===== config.mk =====
export PLATFORM = sky130hd
export DESIGN_NAME = fpr_top
export DESIGN_NICKNAME = d
export VERILOG_FILES = /design/src/inc/fpr_pkg.sv /design/src/verilog/fpr_stage.sv /design/src/verilog/fpr_top.sv
export SDC_FILE = /design/constraint.sdc
export NUM_CORES = 2
export LEC_CHECK = 0
export BUFFER_PORTS_ARGS = -buffer_cell sky130_fd_sc_hd__buf_4
export CAP_MARGIN = 20
export CORE_ASPECT_RATIO = 0.7
export CORE_UTILIZATION = 45
export CTS_BUF_LIST = sky130_fd_sc_hd__clkbuf_16
export CTS_CLUSTER_SIZE = 12
export DETAILED_ROUTE_END_ITERATION = 6
export GPL_TIMING_DRIVEN = 0
export PLACE_DENSITY = 0.68
export SLEW_MARGIN = 20
export SYNTH_ARGS = -nofsm -noshare
export SYNTH_HDL_FRONTEND = slang
export SYNTH_SLANG_ARGS = --single-unit

===== constraint.sdc =====
create_clock -name I_SYS_CLK -period 11.95 [get_ports I_SYS_CLK]
set_input_delay 1.195 -clock I_SYS_CLK [delete_from_list [all_inputs] [get_ports I_SYS_CLK]]
set_output_delay 1.195 -clock I_SYS_CLK [all_outputs]
set_load 0.01 [all_outputs]

===== src/inc/fpr_pkg.sv =====
// Constants, register map and state type of the feeder protection block
package fpr_pkg;

  // ---------------------------------------------------------------
  // Timing
  // ---------------------------------------------------------------
  localparam int CLK_PERIOD_NS = 20;
  localparam int TICK_NS       = 1000000;  // Timers count in milliseconds
  localparam int TICK_CYCLES   = (TICK_NS + CLK_PERIOD_NS - 1) / CLK_PERIOD_NS;

  // ---------------------------------------------------------------
  // Register byte addresses
  // ---------------------------------------------------------------
  localparam logic [7:0] A_STAGE0 = 8'h00;  // Nine stage words, 0x00..0x20
  localparam logic [7:0] A_CFG    = 8'h24;
  localparam logic [7:0] A_ANGLE  = 8'h28;
  localparam logic [7:0] A_DEBLK  = 8'h2c;
  localparam logic [7:0] A_DEAD0  = 8'h30;  // Five shot words, 0x30..0x40
  localparam logic [7:0] A_ROUTE  = 8'h44;
  localparam logic [7:0] A_MAINT  = 8'h48;
  localparam logic [7:0] A_BFAIL  = 8'h4c;
  localparam logic [7:0] A_STATUS = 8'h50;

  // ---------------------------------------------------------------
  // Field positions
  // ---------------------------------------------------------------
  localparam int F_CFG_OC_INV   = 9;
  localparam int F_CFG_EF_INV   = 10;
  localparam int F_CFG_VMODE    = 11;
  localparam int F_CFG_SHOTS    = 12;  // Three bits
  localparam int F_CFG_SC_BLK   = 15;
  localparam int F_CFG_MAINT_BL = 16;
  localparam int F_SHOT_MASK    = 16;  // Four bits: ext, ef, oc, sc
  localparam int F_SHOT_TRIP    = 20;
  localparam int F_ST_DEF       = 27;
  localparam int F_ST_BF        = 28;

  // ---------------------------------------------------------------
  // Reset values
  // ---------------------------------------------------------------
  localparam logic [31:0] R_STAGE = 32'h0064_ffff;  // 100 ms, level max
  localparam logic [31:0] R_CFG   = 32'h0000_1000;  // One shot
  localparam logic [31:0] R_ANGLE = 32'h005a_0000;  // Base 0, half 90
  localparam logic [31:0] R_DEBLK = 32'h03e8_ffff;  // Reclaim 1000 ms
  localparam logic [31:0] R_DEAD  = 32'h0011_01f4;  // 500 ms, sc trip
  localparam logic [31:0] R_ROUTE = 32'h0000_01ff;
  localparam logic [15:0] R_MAINT = 16'h03e8;
  localparam logic [15:0] R_PRE   = 16'h0064;
  localparam logic [31:0] R_BFAIL = 32'h0000_0096;  // 150 ms

  // ---------------------------------------------------------------
  // Angles in degrees
  // ---------------------------------------------------------------
  localparam logic [8:0] DEG_HALF = 9'h0b4;
  localparam logic [8:0] DEG_FULL = 9'h168;

  // Inverse-time speed-up: excess current shifted right by this
  localparam int INV_SHIFT   = 4;
  localparam int MAINT_SHIFT = 8;

  // ---------------------------------------------------------------
  // Auto-reclose states
  // ---------------------------------------------------------------
  typedef enum logic [5:0] {
    AR_IDLE    = 6'h01,
    AR_OPEN    = 6'h02,
    AR_DEAD    = 6'h04,
    AR_CLOSE   = 6'h08,
    AR_RECLAIM = 6'h10,
    AR_FINAL   = 6'h20
  } fpr_ar_t;

endpackage : fpr_pkg


===== src/verilog/fpr_stage.sv =====
// One protection stage: start flag and operate-time timer
`timescale 1ns/1ps
module fpr_stage
  import fpr_pkg::*;
#(
  parameter int W = 16
) (
  // Clock and reset
  input  wire logic         i_clk,
  input  wire logic         i_rst,
  input  wire logic         i_tick,
  // Condition and settings
  input  wire logic         i_cond,
  input  wire logic         i_inverse,
  input  wire logic [W-1:0] i_meas,
  input  wire logic [W-1:0] i_level,
  input  wire logic [W-1:0] i_time,
  // Result
  output logic              o_start,
  output logic              o_trip
);

  logic [W-1:0] acc_q;
  logic [W-1:0] excess;
  logic [W-1:0] inc;
  logic [W:0]   sum;
  logic         done;

  // Higher overcurrent advances the inverse timer faster
  assign excess = (i_meas > i_level) ? W'(i_meas - i_level) : '0;
  assign inc    = i_inverse ? W'((excess >> INV_SHIFT) + 1'b1) : W'(1);
  assign sum    = {1'b0, acc_q} + {1'b0, inc};
  assign done   = acc_q >= i_time;

  // Timer restarts whenever the condition drops
  always_ff @(posedge i_clk) begin
    if (i_rst || !i_cond) begin
      acc_q <= '0;
    end else if (i_tick && !done) begin
      acc_q <= sum[W] ? '1 : sum[W-1:0];  // Saturate, never wrap
    end
  end

  // Start follows the condition, trip needs expiry too
  always_ff @(posedge i_clk) begin
    if (i_rst) begin
      o_start <= 1'b0;
      o_trip  <= 1'b0;
    end else begin
      o_start <= i_cond;
      o_trip  <= i_cond && done;
    end
  end

endmodule : fpr_stage


===== src/verilog/fpr_top.sv =====
// Feeder protection decision logic, reclose sequencer and register slave
//
// Our own choices: the address map and the Avalon-MM interface to the registers.
`timescale 1ns/1ps
module fpr_top
  import fpr_pkg::*;
#(
  parameter int TICK_CNT = TICK_CYCLES
) (
  // Clock and reset
  input  wire logic        I_SYS_CLK,
  input  wire logic        I_RST,
  // Measured quantities (same clock)
  input  wire logic [15:0] I_PHASE_CUR_A,
  input  wire logic [15:0] I_PHASE_CUR_B,
  input  wire logic [15:0] I_PHASE_CUR_C,
  input  wire logic [15:0] I_NEUTRAL_CUR,
  input  wire logic [15:0] I_NEUTRAL_CUR_SENS,
  input  wire logic [15:0] I_RESIDUAL_VOLT,
  input  wire logic [8:0]  I_RESIDUAL_ANGLE,
  // External control pins
  input  wire logic        I_EXTERNAL_CONTROL_ONE,
  input  wire logic        I_EXTERNAL_CONTROL_TWO,
  input  wire logic        I_BREAKER_POSITION_INPUT,
  input  wire logic        I_RECLOSE_INHIBIT_INPUT,
  input  wire logic        I_RECLOSE_CONTROL_INPUT,
  // Avalon-MM slave
  input  wire logic [7:0]  I_AVS_ADDRESS,
  input  wire logic        I_AVS_READ,
  input  wire logic        I_AVS_WRITE,
  input  wire logic [31:0] I_AVS_WRITEDATA,
  input  wire logic [3:0]  I_AVS_BYTEENABLE,
  output logic [31:0]      O_AVS_READDATA,
  output logic             O_AVS_WAITREQUEST,
  // Output relays and status
  output logic             O_HEAVY_TRIP_OUTPUT_ONE,
  output logic             O_HEAVY_TRIP_OUTPUT_TWO,
  output logic             O_UPSTREAM_TRIP,
  output logic             O_BREAKER_CLOSE_OUTPUT,
  output logic             O_START_SIGNAL,
  output logic             O_RECLOSE_BUSY,
  output logic             O_DEFINITE_TRIP_INDICATOR,
  output logic             O_BREAKER_FAIL_ALARM,
  output logic [3:0]       O_DEFINITE_SOURCE,
  output logic             O_MAINT_ALARM,
  output logic             O_MAINT_PREALARM,
  output logic             O_SELF_SUPERVISION_OUTPUT
);

  // ---------------------------------------------------------------
  // Pin synchronisers and millisecond tick
  // ---------------------------------------------------------------
  logic [4:0]  pin_s1_q;
  logic [4:0]  pin_s2_q;
  logic        ctrl_prev_q;
  logic        brk_prev_q;
  logic [31:0] div_q;
  logic        tick;

  // Order: ctrl, inhibit, position, ext two, ext one
  always_ff @(posedge I_SYS_CLK) begin
    if (I_RST) begin
      pin_s1_q    <= '0;
      pin_s2_q    <= '0;
      ctrl_prev_q <= 1'b0;
      brk_prev_q  <= 1'b0;
    end else begin
      pin_s1_q    <= {I_RECLOSE_CONTROL_INPUT, I_RECLOSE_INHIBIT_INPUT,
                      I_BREAKER_POSITION_INPUT, I_EXTERNAL_CONTROL_TWO,
                      I_EXTERNAL_CONTROL_ONE};
      pin_s2_q    <= pin_s1_q;
      ctrl_prev_q <= pin_s2_q[4];
      brk_prev_q  <= pin_s2_q[2];
    end
  end

  logic ext_one;
  logic close_inh;
  logic brk_open;
  logic inhibit;
  logic ctrl_rise;
  logic brk_opened;
  assign ext_one    = pin_s2_q[0];
  assign close_inh  = pin_s2_q[1];
  assign brk_open   = pin_s2_q[2];
  assign inhibit    = pin_s2_q[3];
  assign ctrl_rise  = pin_s2_q[4] && !ctrl_prev_q;
  assign brk_opened = pin_s2_q[2] && !brk_prev_q;

  // Divider gives the one-cycle timer enable
  always_ff @(posedge I_SYS_CLK) begin
    if (I_RST || tick) begin
      div_q <= '0;
    end else begin
      div_q <= div_q + 32'h1;
    end
  end
  assign tick = div_q == 32'(TICK_CNT - 1);

  // ---------------------------------------------------------------
  // Registers
  // ---------------------------------------------------------------
  logic [31:0] stage_q [0:8];
  logic [31:0] dead_q  [0:4];
  logic [31:0] cfg_q;
  logic [31:0] angle_q;
  logic [31:0] deblk_q;
  logic [31:0] route_q;
  logic [31:0] bfail_q;
  logic [15:0] maint_q;
  logic [15:0] pre_q;
  logic        done_q;
  logic        wr_en;
  logic [7:0]  addr;
  logic [31:0] wmask;
  logic [31:0] rdata;

  // One wait cycle per access, answer at the second edge
  assign O_AVS_WAITREQUEST = (I_AVS_READ || I_AVS_WRITE) && !done_q;
  assign wr_en = I_AVS_WRITE && done_q;
  assign addr  = {I_AVS_ADDRESS[7:2], 2'b00};
  assign wmask = {{8{I_AVS_BYTEENABLE[3]}}, {8{I_AVS_BYTEENABLE[2]}},
                  {8{I_AVS_BYTEENABLE[1]}}, {8{I_AVS_BYTEENABLE[0]}}};

  function automatic logic [31:0] merge(input logic [31:0] old,
                                        input logic [31:0] wd,
                                        input logic [31:0] m);
    merge = (old & ~m) | (wd & m);
  endfunction : merge

  always_ff @(posedge I_SYS_CLK) begin
    if (I_RST) begin
      done_q <= 1'b0;
    end else begin
      done_q <= (I_AVS_READ || I_AVS_WRITE) && !done_q;
    end
  end

  // Settings storage; unmapped writes fall through
  always_ff @(posedge I_SYS_CLK) begin
    if (I_RST) begin
      for (int k = 0; k < 9; k++) begin
        stage_q[k] <= R_STAGE;
      end
      for (int k = 0; k < 5; k++) begin
        dead_q[k] <= R_DEAD;
      end
      cfg_q   <= R_CFG;
      angle_q <= R_ANGLE;
      deblk_q <= R_DEBLK;
      route_q <= R_ROUTE;
      bfail_q <= R_BFAIL;
      pre_q   <= R_PRE;
    end else if (wr_en) begin
      if (addr < A_CFG) begin
        stage_q[addr[5:2]] <= merge(stage_q[addr[5:2]], I_AVS_WRITEDATA, wmask);
      end
      if (addr >= A_DEAD0 && addr < A_ROUTE) begin
        dead_q[3'(addr[7:2] - A_DEAD0[7:2])] <=
          merge(dead_q[3'(addr[7:2] - A_DEAD0[7:2])], I_AVS_WRITEDATA, wmask);
      end
      if (addr == A_CFG)   cfg_q   <= merge(cfg_q, I_AVS_WRITEDATA, wmask);
      if (addr == A_ANGLE) angle_q <= merge(angle_q, I_AVS_WRITEDATA, wmask);
      if (addr == A_DEBLK) deblk_q <= merge(deblk_q, I_AVS_WRITEDATA, wmask);
      if (addr == A_ROUTE) route_q <= merge(route_q, I_AVS_WRITEDATA, wmask);
      if (addr == A_BFAIL) bfail_q <= merge(bfail_q, I_AVS_WRITEDATA, wmask);
      if (addr == A_MAINT) pre_q   <= 16'(merge({pre_q, 16'h0}, I_AVS_WRITEDATA,
                                                wmask) >> 16);
    end
  end

  // ---------------------------------------------------------------
  // Measurement conditions and stages
  // ---------------------------------------------------------------
  logic [15:0] i_max;
  logic [15:0] i_min;
  logic [15:0] ab_max;
  logic [15:0] ab_min;
  logic [8:0]  ang_d1;
  logic [8:0]  ang_d;
  logic        ang_ok;
  logic        vmode;
  logic [15:0] meas  [0:8];
  logic [8:0]  cond;
  logic [8:0]  inv;
  logic [8:0]  starts;
  logic [8:0]  trips;

  assign ab_max = (I_PHASE_CUR_A > I_PHASE_CUR_B) ? I_PHASE_CUR_A : I_PHASE_CUR_B;
  assign ab_min = (I_PHASE_CUR_A > I_PHASE_CUR_B) ? I_PHASE_CUR_B : I_PHASE_CUR_A;
  assign i_max  = (ab_max > I_PHASE_CUR_C) ? ab_max : I_PHASE_CUR_C;
  assign i_min  = (ab_min < I_PHASE_CUR_C) ? ab_min : I_PHASE_CUR_C;
  assign vmode  = cfg_q[F_CFG_VMODE];

  // Angle distance taken the short way round the circle
  assign ang_d1 = (I_RESIDUAL_ANGLE >= angle_q[8:0]) ?
                  9'(I_RESIDUAL_ANGLE - angle_q[8:0]) :
                  9'(angle_q[8:0] - I_RESIDUAL_ANGLE);
  assign ang_d  = (ang_d1 > DEG_HALF) ? 9'(DEG_FULL - ang_d1) : ang_d1;
  assign ang_ok = ang_d <= angle_q[24:16];

  // Stage order: oc low, high, very high, ef low, high, discontinuity,
  // directional low, high, third voltage stage
  always_comb begin
    for (int k = 0; k < 9; k++) begin
      meas[k] = I_RESIDUAL_VOLT;
    end
    meas[0] = i_max;
    meas[1] = i_max;
    meas[2] = i_max;
    meas[3] = I_NEUTRAL_CUR;
    meas[4] = I_NEUTRAL_CUR;
    meas[5] = 16'(i_max - i_min);
    if (!vmode) begin
      meas[6] = I_NEUTRAL_CUR_SENS;
      meas[7] = I_NEUTRAL_CUR_SENS;
    end
    for (int k = 0; k < 9; k++) begin
      cond[k] = (meas[k] > stage_q[k][15:0]) && !cfg_q[k];
    end
    if (!vmode) begin
      // Shared deblocking voltage and angle window
      cond[6] = cond[6] && (I_RESIDUAL_VOLT > deblk_q[15:0]) && ang_ok;
      cond[7] = cond[7] && (I_RESIDUAL_VOLT > deblk_q[15:0]) && ang_ok;
      cond[8] = 1'b0;
    end
    inv    = '0;
    inv[0] = cfg_q[F_CFG_OC_INV];
    inv[3] = cfg_q[F_CFG_EF_INV];
  end

  // Each stage resets its timer the moment its condition drops
  for (genvar k = 0; k < 9; k++) begin : g_stage
    fpr_stage #(
      .W (16)
    ) u_stage (
      .i_clk     (I_SYS_CLK),
      .i_rst     (I_RST),
      .i_tick    (tick),
      .i_cond    (cond[k]),
      .i_inverse (inv[k]),
      .i_meas    (meas[k]),
      .i_level   (stage_q[k][15:0]),
      .i_time    (stage_q[k][31:16]),
      .o_start   (starts[k]),
      .o_trip    (trips[k])
    );
  end

  // ---------------------------------------------------------------
  // Auto-reclose sequencer
  // ---------------------------------------------------------------
  fpr_ar_t     st_q;
  logic [2:0]  shot_q;
  logic [15:0] ar_cnt_q;
  logic [3:0]  src_q;
  logic [2:0]  sel;
  logic [31:0] word;
  logic [3:0]  grp_s;
  logic [3:0]  grp_t;
  logic [3:0]  hit;
  logic        init;
  logic        blk;
  logic        def_q;
  logic        heavy_one_q;

  // Groups: ext, earth fault, overcurrent, short circuit
  assign grp_s = {ext_one, |{starts[8:6], starts[4:3]}, starts[0], |starts[2:1]};
  assign grp_t = {ext_one, |{trips[8:6], trips[4:3]}, trips[0], |trips[2:1]};
  // Reclaim looks ahead to the configuration of the next shot
  assign sel   = (st_q == AR_IDLE) ? 3'h0 :
                 (st_q == AR_RECLAIM && shot_q < 3'h5) ? shot_q : 3'(shot_q - 3'h1);
  assign word  = dead_q[sel];
  assign hit   = word[F_SHOT_MASK +: 4] & (word[F_SHOT_TRIP] ? grp_t : grp_s);
  assign init  = |hit;
  assign blk   = inhibit || (cfg_q[F_CFG_SC_BLK] && grp_s[0])
                 || (cfg_q[F_CFG_MAINT_BL] && O_MAINT_ALARM);

  always_ff @(posedge I_SYS_CLK) begin
    if (I_RST) begin
      st_q     <= AR_IDLE;
      shot_q   <= 3'h0;
      ar_cnt_q <= '0;
      src_q    <= '0;
    end else begin
      if (tick) ar_cnt_q <= ar_cnt_q + 16'h1;
      case (st_q)
        AR_IDLE: begin
          if ((init || ctrl_rise) && !blk) begin
            st_q   <= AR_OPEN;
            shot_q <= 3'h1;
            src_q  <= hit | {ctrl_rise, 3'h0};
          end
        end
        AR_OPEN: begin
          if (inhibit) st_q <= AR_FINAL;
          else if (brk_open) begin
            st_q     <= AR_DEAD;
            ar_cnt_q <= '0;
          end
        end
        AR_DEAD: begin
          if (inhibit) st_q <= AR_FINAL;
          else if (ar_cnt_q >= word[15:0] && !close_inh) st_q <= AR_CLOSE;
        end
        AR_CLOSE: begin
          if (inhibit) st_q <= AR_FINAL;
          else if (!brk_open) begin
            st_q     <= AR_RECLAIM;
            ar_cnt_q <= '0;
          end
        end
        AR_RECLAIM: begin
          if (init || |trips) begin
            if (init && shot_q < cfg_q[F_CFG_SHOTS +: 3]) begin
              st_q   <= AR_OPEN;
              shot_q <= 3'(shot_q + 3'h1);
            end else begin
              st_q <= AR_FINAL;
            end
          end else if (ar_cnt_q >= deblk_q[31:16]) begin
            st_q <= AR_IDLE;
          end
        end
        AR_FINAL: begin
          // Hold lockout until the breaker is open and faults clear
          if (brk_open && !(|starts)) st_q <= AR_IDLE;
        end
        default: st_q <= AR_IDLE;
      endcase
    end
  end

  // ---------------------------------------------------------------
  // Outputs, definite trip and breaker failure
  // ---------------------------------------------------------------
  logic [15:0] bf_cnt_q;
  logic        bf_q;
  logic        clr_def;
  logic        clr_bf;
  logic        def_set;
  logic [3:0]  dsrc_q;

  assign clr_def = wr_en && addr == A_STATUS && I_AVS_WRITEDATA[F_ST_DEF];
  assign clr_bf  = wr_en && addr == A_STATUS && I_AVS_WRITEDATA[F_ST_BF];
  assign def_set = st_q == AR_FINAL;

  // Relay drive registered so contacts see no glitches
  always_ff @(posedge I_SYS_CLK) begin
    if (I_RST) begin
      heavy_one_q               <= 1'b0;
      O_HEAVY_TRIP_OUTPUT_TWO   <= 1'b0;
      O_START_SIGNAL            <= 1'b0;
      O_BREAKER_CLOSE_OUTPUT    <= 1'b0;
      O_RECLOSE_BUSY            <= 1'b0;
      O_SELF_SUPERVISION_OUTPUT <= 1'b0;
    end else begin
      heavy_one_q <= |(trips & route_q[8:0]) || st_q == AR_OPEN
                     || (st_q == AR_FINAL && !brk_open);
      O_HEAVY_TRIP_OUTPUT_TWO   <= |(trips & route_q[17:9]);
      O_START_SIGNAL            <= |(starts & route_q[26:18]);
      O_BREAKER_CLOSE_OUTPUT    <= st_q == AR_CLOSE && !close_inh;
      O_RECLOSE_BUSY            <= !(st_q inside {AR_IDLE, AR_FINAL});
      O_SELF_SUPERVISION_OUTPUT <= 1'b1;
    end
  end
  assign O_HEAVY_TRIP_OUTPUT_ONE = heavy_one_q;

  // Definite flag: hardware set wins over software clear
  always_ff @(posedge I_SYS_CLK) begin
    if (I_RST) begin
      def_q  <= 1'b0;
      dsrc_q <= '0;
    end else if (def_set) begin
      def_q  <= 1'b1;
      dsrc_q <= src_q;
    end else if (clr_def) begin
      def_q  <= 1'b0;
    end
  end
  assign O_DEFINITE_TRIP_INDICATOR = def_q;
  assign O_DEFINITE_SOURCE         = dsrc_q;

  // Breaker stays closed under trip too long: trip the upstream breaker
  always_ff @(posedge I_SYS_CLK) begin
    if (I_RST) begin
      bf_cnt_q        <= '0;
      O_UPSTREAM_TRIP <= 1'b0;
      bf_q            <= 1'b0;
    end else begin
      if (!heavy_one_q || brk_open) begin
        bf_cnt_q        <= '0;
        O_UPSTREAM_TRIP <= 1'b0;
      end else if (bf_cnt_q >= bfail_q[15:0]) begin
        O_UPSTREAM_TRIP <= 1'b1;
      end else if (tick) begin
        bf_cnt_q <= bf_cnt_q + 16'h1;
      end
      if (O_UPSTREAM_TRIP) bf_q <= 1'b1;
      else if (clr_bf) bf_q <= 1'b0;
    end
  end
  assign O_BREAKER_FAIL_ALARM = bf_q;

  // ---------------------------------------------------------------
  // Maintenance monitor
  // ---------------------------------------------------------------
  logic [15:0] wear;
  assign wear = 16'((i_max >> MAINT_SHIFT) + 16'h1);  // Heavier current wears more

  // Software load wins; counter floors at zero
  always_ff @(posedge I_SYS_CLK) begin
    if (I_RST) begin
      maint_q <= R_MAINT;
    end else if (wr_en && addr == A_MAINT && I_AVS_BYTEENABLE[1:0] == 2'b11) begin
      maint_q <= I_AVS_WRITEDATA[15:0];
    end else if (brk_opened) begin
      maint_q <= (maint_q > wear) ? 16'(maint_q - wear) : 16'h0;
    end
  end
  assign O_MAINT_ALARM    = maint_q == 16'h0;
  assign O_MAINT_PREALARM = maint_q <= pre_q;

  // ---------------------------------------------------------------
  // Read path
  // ---------------------------------------------------------------
  always_comb begin
    rdata = 32'h0;
    if (addr < A_CFG) rdata = stage_q[addr[5:2]];
    if (addr >= A_DEAD0 && addr < A_ROUTE) rdata = dead_q[3'(addr[7:2] - A_DEAD0[7:2])];
    case (addr)
      A_CFG:    rdata = cfg_q;
      A_ANGLE:  rdata = angle_q;
      A_DEBLK:  rdata = deblk_q;
      A_ROUTE:  rdata = route_q;
      A_MAINT:  rdata = {pre_q, maint_q};
      A_BFAIL:  rdata = bfail_q;
      A_STATUS: rdata = {1'b0, O_MAINT_PREALARM, O_MAINT_ALARM, bf_q, def_q,
                         shot_q, st_q, trips, starts};
      default:  ;
    endcase
  end

  always_ff @(posedge I_SYS_CLK) begin
    if (I_RST) begin
      O_AVS_READDATA <= '0;
    end else if (I_AVS_READ && !done_q) begin
      O_AVS_READDATA <= rdata;
    end
  end

endmodule : fpr_top


---- Word level (Yosys, flattened, before mapping) ----
Memory sizes are Yosys's and may differ from the RTL's.
Index checks and enable logic that the tools add are counted.
W data, S select, Z words.
storage, ports and cells
  flip-flop bits (word level) ............. 489
  bits in latches ......................... 0
  bits in writable memories ............... 448
  memory bits (read-only) ................. 0
  output and inout port bits .............. 48
  logic and storage cells ................. 372
  memories kept ........................... 2
memory list
  name     depth  width  read ports  clocked after Yosys merged registers in  wr ports  RTL line        source
  stage_q  9      32     10          0                                        9         fpr_top.sv:103  logic [31:0] stage_q [0:8];
  dead_q   5      32     2           0                                        5         fpr_top.sv:104  logic [31:0] dead_q [0:4];
operators by class
  add/subtract/negate cells ............... 25
  multipliers ............................. 0
  div/mod/pow operators ................... 0
  magnitude comparators ................... 35
  equality and inequality tests ........... 23
  shifts and indexed selects .............. 0
  mux-type cells .......................... 73
  bitwise operators ....................... 24
  reductions and logical operators ........ 134
operators with widths
  operator                 count
  $mux W16                 25
  $and A32 B32 Y32         9
  $or A32 B32 Y32          8
  $pmux W32 S7             1
  $ge A16 B16 Y1           12
  $gt A16 B16 Y1           12
  $mux W32                 5
  $add A16 B1 Y17 const B  7
  $mux W6                  11
  $reduce_or A32 Y1        2
  $logic_and A1 B1 Y1      51
  $sub A16 B16 Y16         3
  $reduce_or A9 Y1         5
  $logic_not A1 Y1         36
  $pmux W6 S6              1
  $add A16 B16 Y17         2
  $add A16 B1 Y16 const B  2
  $add A32 B1 Y32 const B  1
  $eq A32 B16 Y1 const B   1
  $not A32 Y32             1
  $pmux W16 S2             1
  $eq A6 B5 Y1 const B     5
  $and A9 B9 Y9            3
  $add A12 B1 Y13 const B  2
  44 further kinds         108

---- Depth between registers and ports, before layout ----
An unclocked memory read counts as a cell.
  depth in word-level cells ............... 12
  mapped depth ............................ 49
  mapped depth without buffers ............ 44

---- Cells and area by module ----
A second synthesis with hierarchy kept.
unflattened totals
  cells, all modules ...................... 8659
  area, all modules ....................... 83423.8 sq um
modules (own cells, without submodules)
  module                               times used  cells each  area an instance (sq um)  sequential area each (sq um)
  fpr_top                              1           5236        57700.3                   29608.4
  fpr_stage at g_stage[1].u_stage ...  6           372         2820.2                    360.3
  fpr_stage at g_stage[0].u_stage ...  3           397         2934.1                    360.3

---- Worst setup path before layout ----
OpenSTA, ideal clock, no wires.
  kind .................................... input port to flip-flop
  from .................................... in I_PHASE_CUR_B[15]
  to ...................................... reg g_stage[0].u_stage.acc_q[10]
  library setup time ...................... 0.133 ns
  data arrival time ....................... 9.960 ns
  required time ........................... 11.817 ns
  slack ................................... 1.857 ns
  stages .................................. 47
  cell sequence ........................... inv_1 > ha_1 > nand4_1 > or2_2 > o311a_1 > nor2_1 > clkbuf_1 > clkbuf_1 > nand2_1 > o21ai_0 > ha_1 > a21o_1 > a21o_1 > a211o_1 > a21oi_1 > o21ai_0 > a21oi_1 > a21o_1 > [11 not listed] > a21o_1 > nor2_1 > ha_1 > xnor2_1 > and2_1 > ha_1 > nor2b_1 > o21ai_0 > a21oi_1 > o21ai_0 > a21oi_1 > o21ai_0 > nand2b_1 > a41oi_1 > a21oi_1 > a21boi_0 > clkbuf_1 > a21oi_1
on the way
  longest elaborated chain between the ends .. 10
RTL lines
  what                                                RTL line                         source
  start: declaration                                  fpr_top.sv:15                    input wire logic [15:0] I_PHASE_CUR_B,
  $gt A16 B16 Y1                                      fpr_top.sv:189                   assign ab_max = (I_PHASE_CUR_A > I_PHASE_CUR_B) ? I_PHASE_CUR_A : I_PHASE_CUR_B;
  $mux W16 *                                          fpr_top.sv:189
  $gt A16 B16 Y1                                      fpr_top.sv:191                   assign i_max = (ab_max > I_PHASE_CUR_C) ? ab_max : I_PHASE_CUR_C;
  $mux W16 *                                          fpr_top.sv:191
  $sub A16 B16 Y16 or $gt A16 B16 Y1 (tied branches)  fpr_stage.sv:30, fpr_top.sv:219
  $mux W16                                            fpr_stage.sv:30                  assign excess = (i_meas > i_level) ? W'(i_meas - i_level) : '0;
  $add A12 B1 Y13                                     fpr_stage.sv:31                  assign inc = i_inverse ? W'((excess >> INV_SHIFT) + 1'b1) : W'(1);
  $mux W16                                            fpr_stage.sv:31
  $add A16 B16 Y17                                    fpr_stage.sv:32                  assign sum = {1'b0, acc_q} + {1'b0, inc};
  $mux W16                                            fpr_stage.sv:40                  acc_q <= sum[W] ? '1 : sum[W-1:0];
  end signal: assignment                              fpr_stage.sv:40
  end: declaration                                    fpr_stage.sv:23                  logic [W-1:0] acc_q;
Mark *: on every way between the ends. The rest lies on a longest branch, timed or not.
A chain may end at the register's enable or synchronous reset.

---- Worst setup path in the final report ----
  from .................................... in I_PHASE_CUR_B[11]
  to ...................................... reg g_stage[0].u_stage.acc_q[4]
Same word-level chain as after synthesis.

==> results.md <==
- Status: finished with violations
- Violated checks: design-rule violations
- Area Overhead vs Synth: 13.94%
- Min-delay worst type: register to register
- Gr usage total: 0.3398
- Routed vias/inst: 6.152
- Layout cell share with drive strength beyond 1: 0.1056
- Worst endpoint data arrival time: 11,810 ps
- Die width: 474.4 um
- Routed WL: 272,300 um
- I/O pin total: 206
- Crit end category: register
- Total gr overflow: 0
- Fin. Hold Viols: 0
- Critical-path top delay cell: o311a_1
- Setup violations, final: 0
- HP Start: pin_s1_q[2]
- Final min period: 11,150 ps
- Die area: 157,800 um^2
- Mapped Area: 70,280 um^2
- Num rows: 120
- CTS clk-pin slew, worst paths: 60 ps
- Root buf cell: clkbuf_16
- Pin count of the biggest net entering global routing: 33
- Peak VDD IR: 0.1471 mV
- Initial antenna violation count: 16
- Remaining DRCs: 5
- Via count of the first global-routing pass: 55,250
- Tightest Pin Transition: 1341 ps
- Fmax: 89.66 MHz
- RSZ-0062 raised after global routing: no
- Startpoint class of the critical path: primary input
- Post-Layout Cell Count: 9,647
- Die H: 332.6 um
- Leak Pwr: 32.39 nW
- Util after Layout: 0.5198
- Crit-path max cell delay: 410 ps
- CTS H-tree depth: 4
- TritonCTS clock tree: built
- Yosys cell types: 94
- Count of clock tree sinks: 1,257
- Post-CTS setup buffers: 0
- Post_cts resized: 0
- Worst-Skew Late Latency: 820 ps
- HPWL after detailed placement: 211,600 um
- Placer congestion estimate: 1.057
- Hold_buf cts: 0
- Register area share after synthesis: 0.4674
- Final period util: 0.9334
- Top cells by area, synth: edfxtp_1 33%, dfxtp_1 14%, ha_1 9.1%
- Fin. max-slew vios: 0
- Clk buf depth: 3
- Dpl ws: -484.5 ps
- Wire per inst: 28.23 um
- 1st-pass router iterations: 7
- Final ANT Viol Nets: 0
- Initial Util: 0.4562
- # fillers: 13,900
- Critical path origin: I_PHASE_CUR_B[11]
- Core area: 154,000 um^2
- Cells after DPL: 9,410
- Final Skew: 39.08 ps
- DR iter-0 viols: 8,818
- Synth Instances: 6,820
- Worst Path Max Fanout: 10
- Syn. warnings: 0
- First-pass GRT wire length: 387,500 um
- Setup ws final: 796.4 ps
- Port Buf Inserts: 164
- Share of the synthesized area in the top cell type: 0.3281
- Via Count: 59,350
- Syn avg cell area: 10.31 um^2
- Worst EP required: 12,610 ps
- Async S/R FF share, synth: 0
- Num CTS Buffers: 132
- Most used DFF post-synth: edfxtp_1
- Register bit count reported by yosys: 1,257
- Critical path class: primary input to register
- Fin Setup TNS: 0 ps
- PD cells: 138.2 nW/um^2
- Final net count: 8,146
- Slew headroom: 0.1063
- Number of synthesized flops with an enable pin: 768
- Most used cell along the critical path: a21oi_1
- Top cells by count, synth: 888 x nand2_1, 768 x edfxtp_1, 576 x nor2_1, 559 x inv_1, 509 x ha_1
- Synth area leader: edfxtp_1
- Max cap viols: 0
- Cell with the most instances after synthesis: nand2_1
cells in the final DEF, fill, tap and decap left out, types with 80 or more instances in the layout:
master     Yosys  layout
nand2_1      888     874
edfxtp_1     768     768
inv_1        559     604
nor2_1       576     576
ha_1         509     509
dfxtp_1      489     489
a21oi_1      397     394
conb_1         1     320
clkbuf_1     283     263
mux4_2       224     224
nand3_1      220     220
buf_4          0     173
o21ai_0      145     144
a21o_1       139     139
clkbuf_16      0     134
and3_1        99      99
nand4_1       98      98
nor3_1        96      93
xor2_1        90      90
o21a_1        80      80
worst paths after layout:
kind                                 endpoint  slack [ps]  depth (start not counted)
hold / removal                    pin_s2_q[2]         440                          1
setup reg to reg  g_stage[7].u_stage.acc_q[3]        4150                         26
setup / recovery  g_stage[0].u_stage.acc_q[4]         800                         48
hold reg to reg                   pin_s2_q[2]         440                          1
worst max-delay path: cells and delay by family:
family | cells | cell delay (ps)
AOI/OAI and AO/OA | 24 | 4950
xor gates and xnor gates | 1 | 120
buffers and inverters | 8 | 2090
adders and majority gates | 5 | 1560
and+or+nand+nor | 10 | 1840
routing by layer:
| metal | vias up | routed length (um) | GRT usage | share of wire |
|---|---|---|---|---|
| met1 | 28940 | 112100 | 0.4841 | 0.41 |
| met2 | 3848 | 109300 | 0.4693 | 0.40 |
| met4 | 22 | 12030 | 0.1368 | 0.044 |
| met5 | - | 418 | 0.01097 | 0.0015 |
| li1 | 25920 | - | - | - |
| met3 | 612 | 38470 | 0.1115 | 0.14 |
final cells by class:
cell class	count	area [um^2]	share of cell area
Clock inverter	90	629.4	0.007859
Buffer	325	1262	0.01577
Timing Repair Buffer	200	1752	0.02188
Tap cell	2074	2595	0.03241
Sequential cell	1257	32850	0.4102
Multi-Input combinational cell	4997	35510	0.4434
Antenna cell	10	25.02	0.0003125
Clock buffer	134	3353	0.04188
Inverter	560	2102	0.02625
logic make-up after synthesis:
| family | share of synthesized area |
|---|---|
| and+or+nand+nor | 0.1465 |
| AOI/OAI and AO/OA | 0.1268 |
| DFF | 0.4674 |
| buffers and inverters | 0.04730 |
| adders and majority gates | 0.09233 |
| muxes | 0.09891 |
| xor gates and xnor gates | 0.02069 |
| other | 0.00005336 |
per-stage QoR:
stage / hold WS (ps) / instance area, um^2 / power (mW)
2_1_floorplan: 413.8 / 71480 / 6.238
3_3_place_gp: 427.8 / 75300 / 7.023
3_5_place_dp: 424.6 / 76010 / 7.093
4_1_cts: 449.4 / 79990 / 10.98
5_1_grt: 466.8 / 80070 / 11.37
6_report: 442.5 / 80080 / 11.07
power breakdown:
group / internal [mW] / total (mW) / switching, mW
clock network: 2.11 / 3.96 / 1.85
registers: 4.76 / 4.84 / 0.0780
logic: 0.745 / 2.26 / 1.52
total: 7.62 / 11.1 / 3.45
Note: power is estimated with default switching activity, not from simulation.
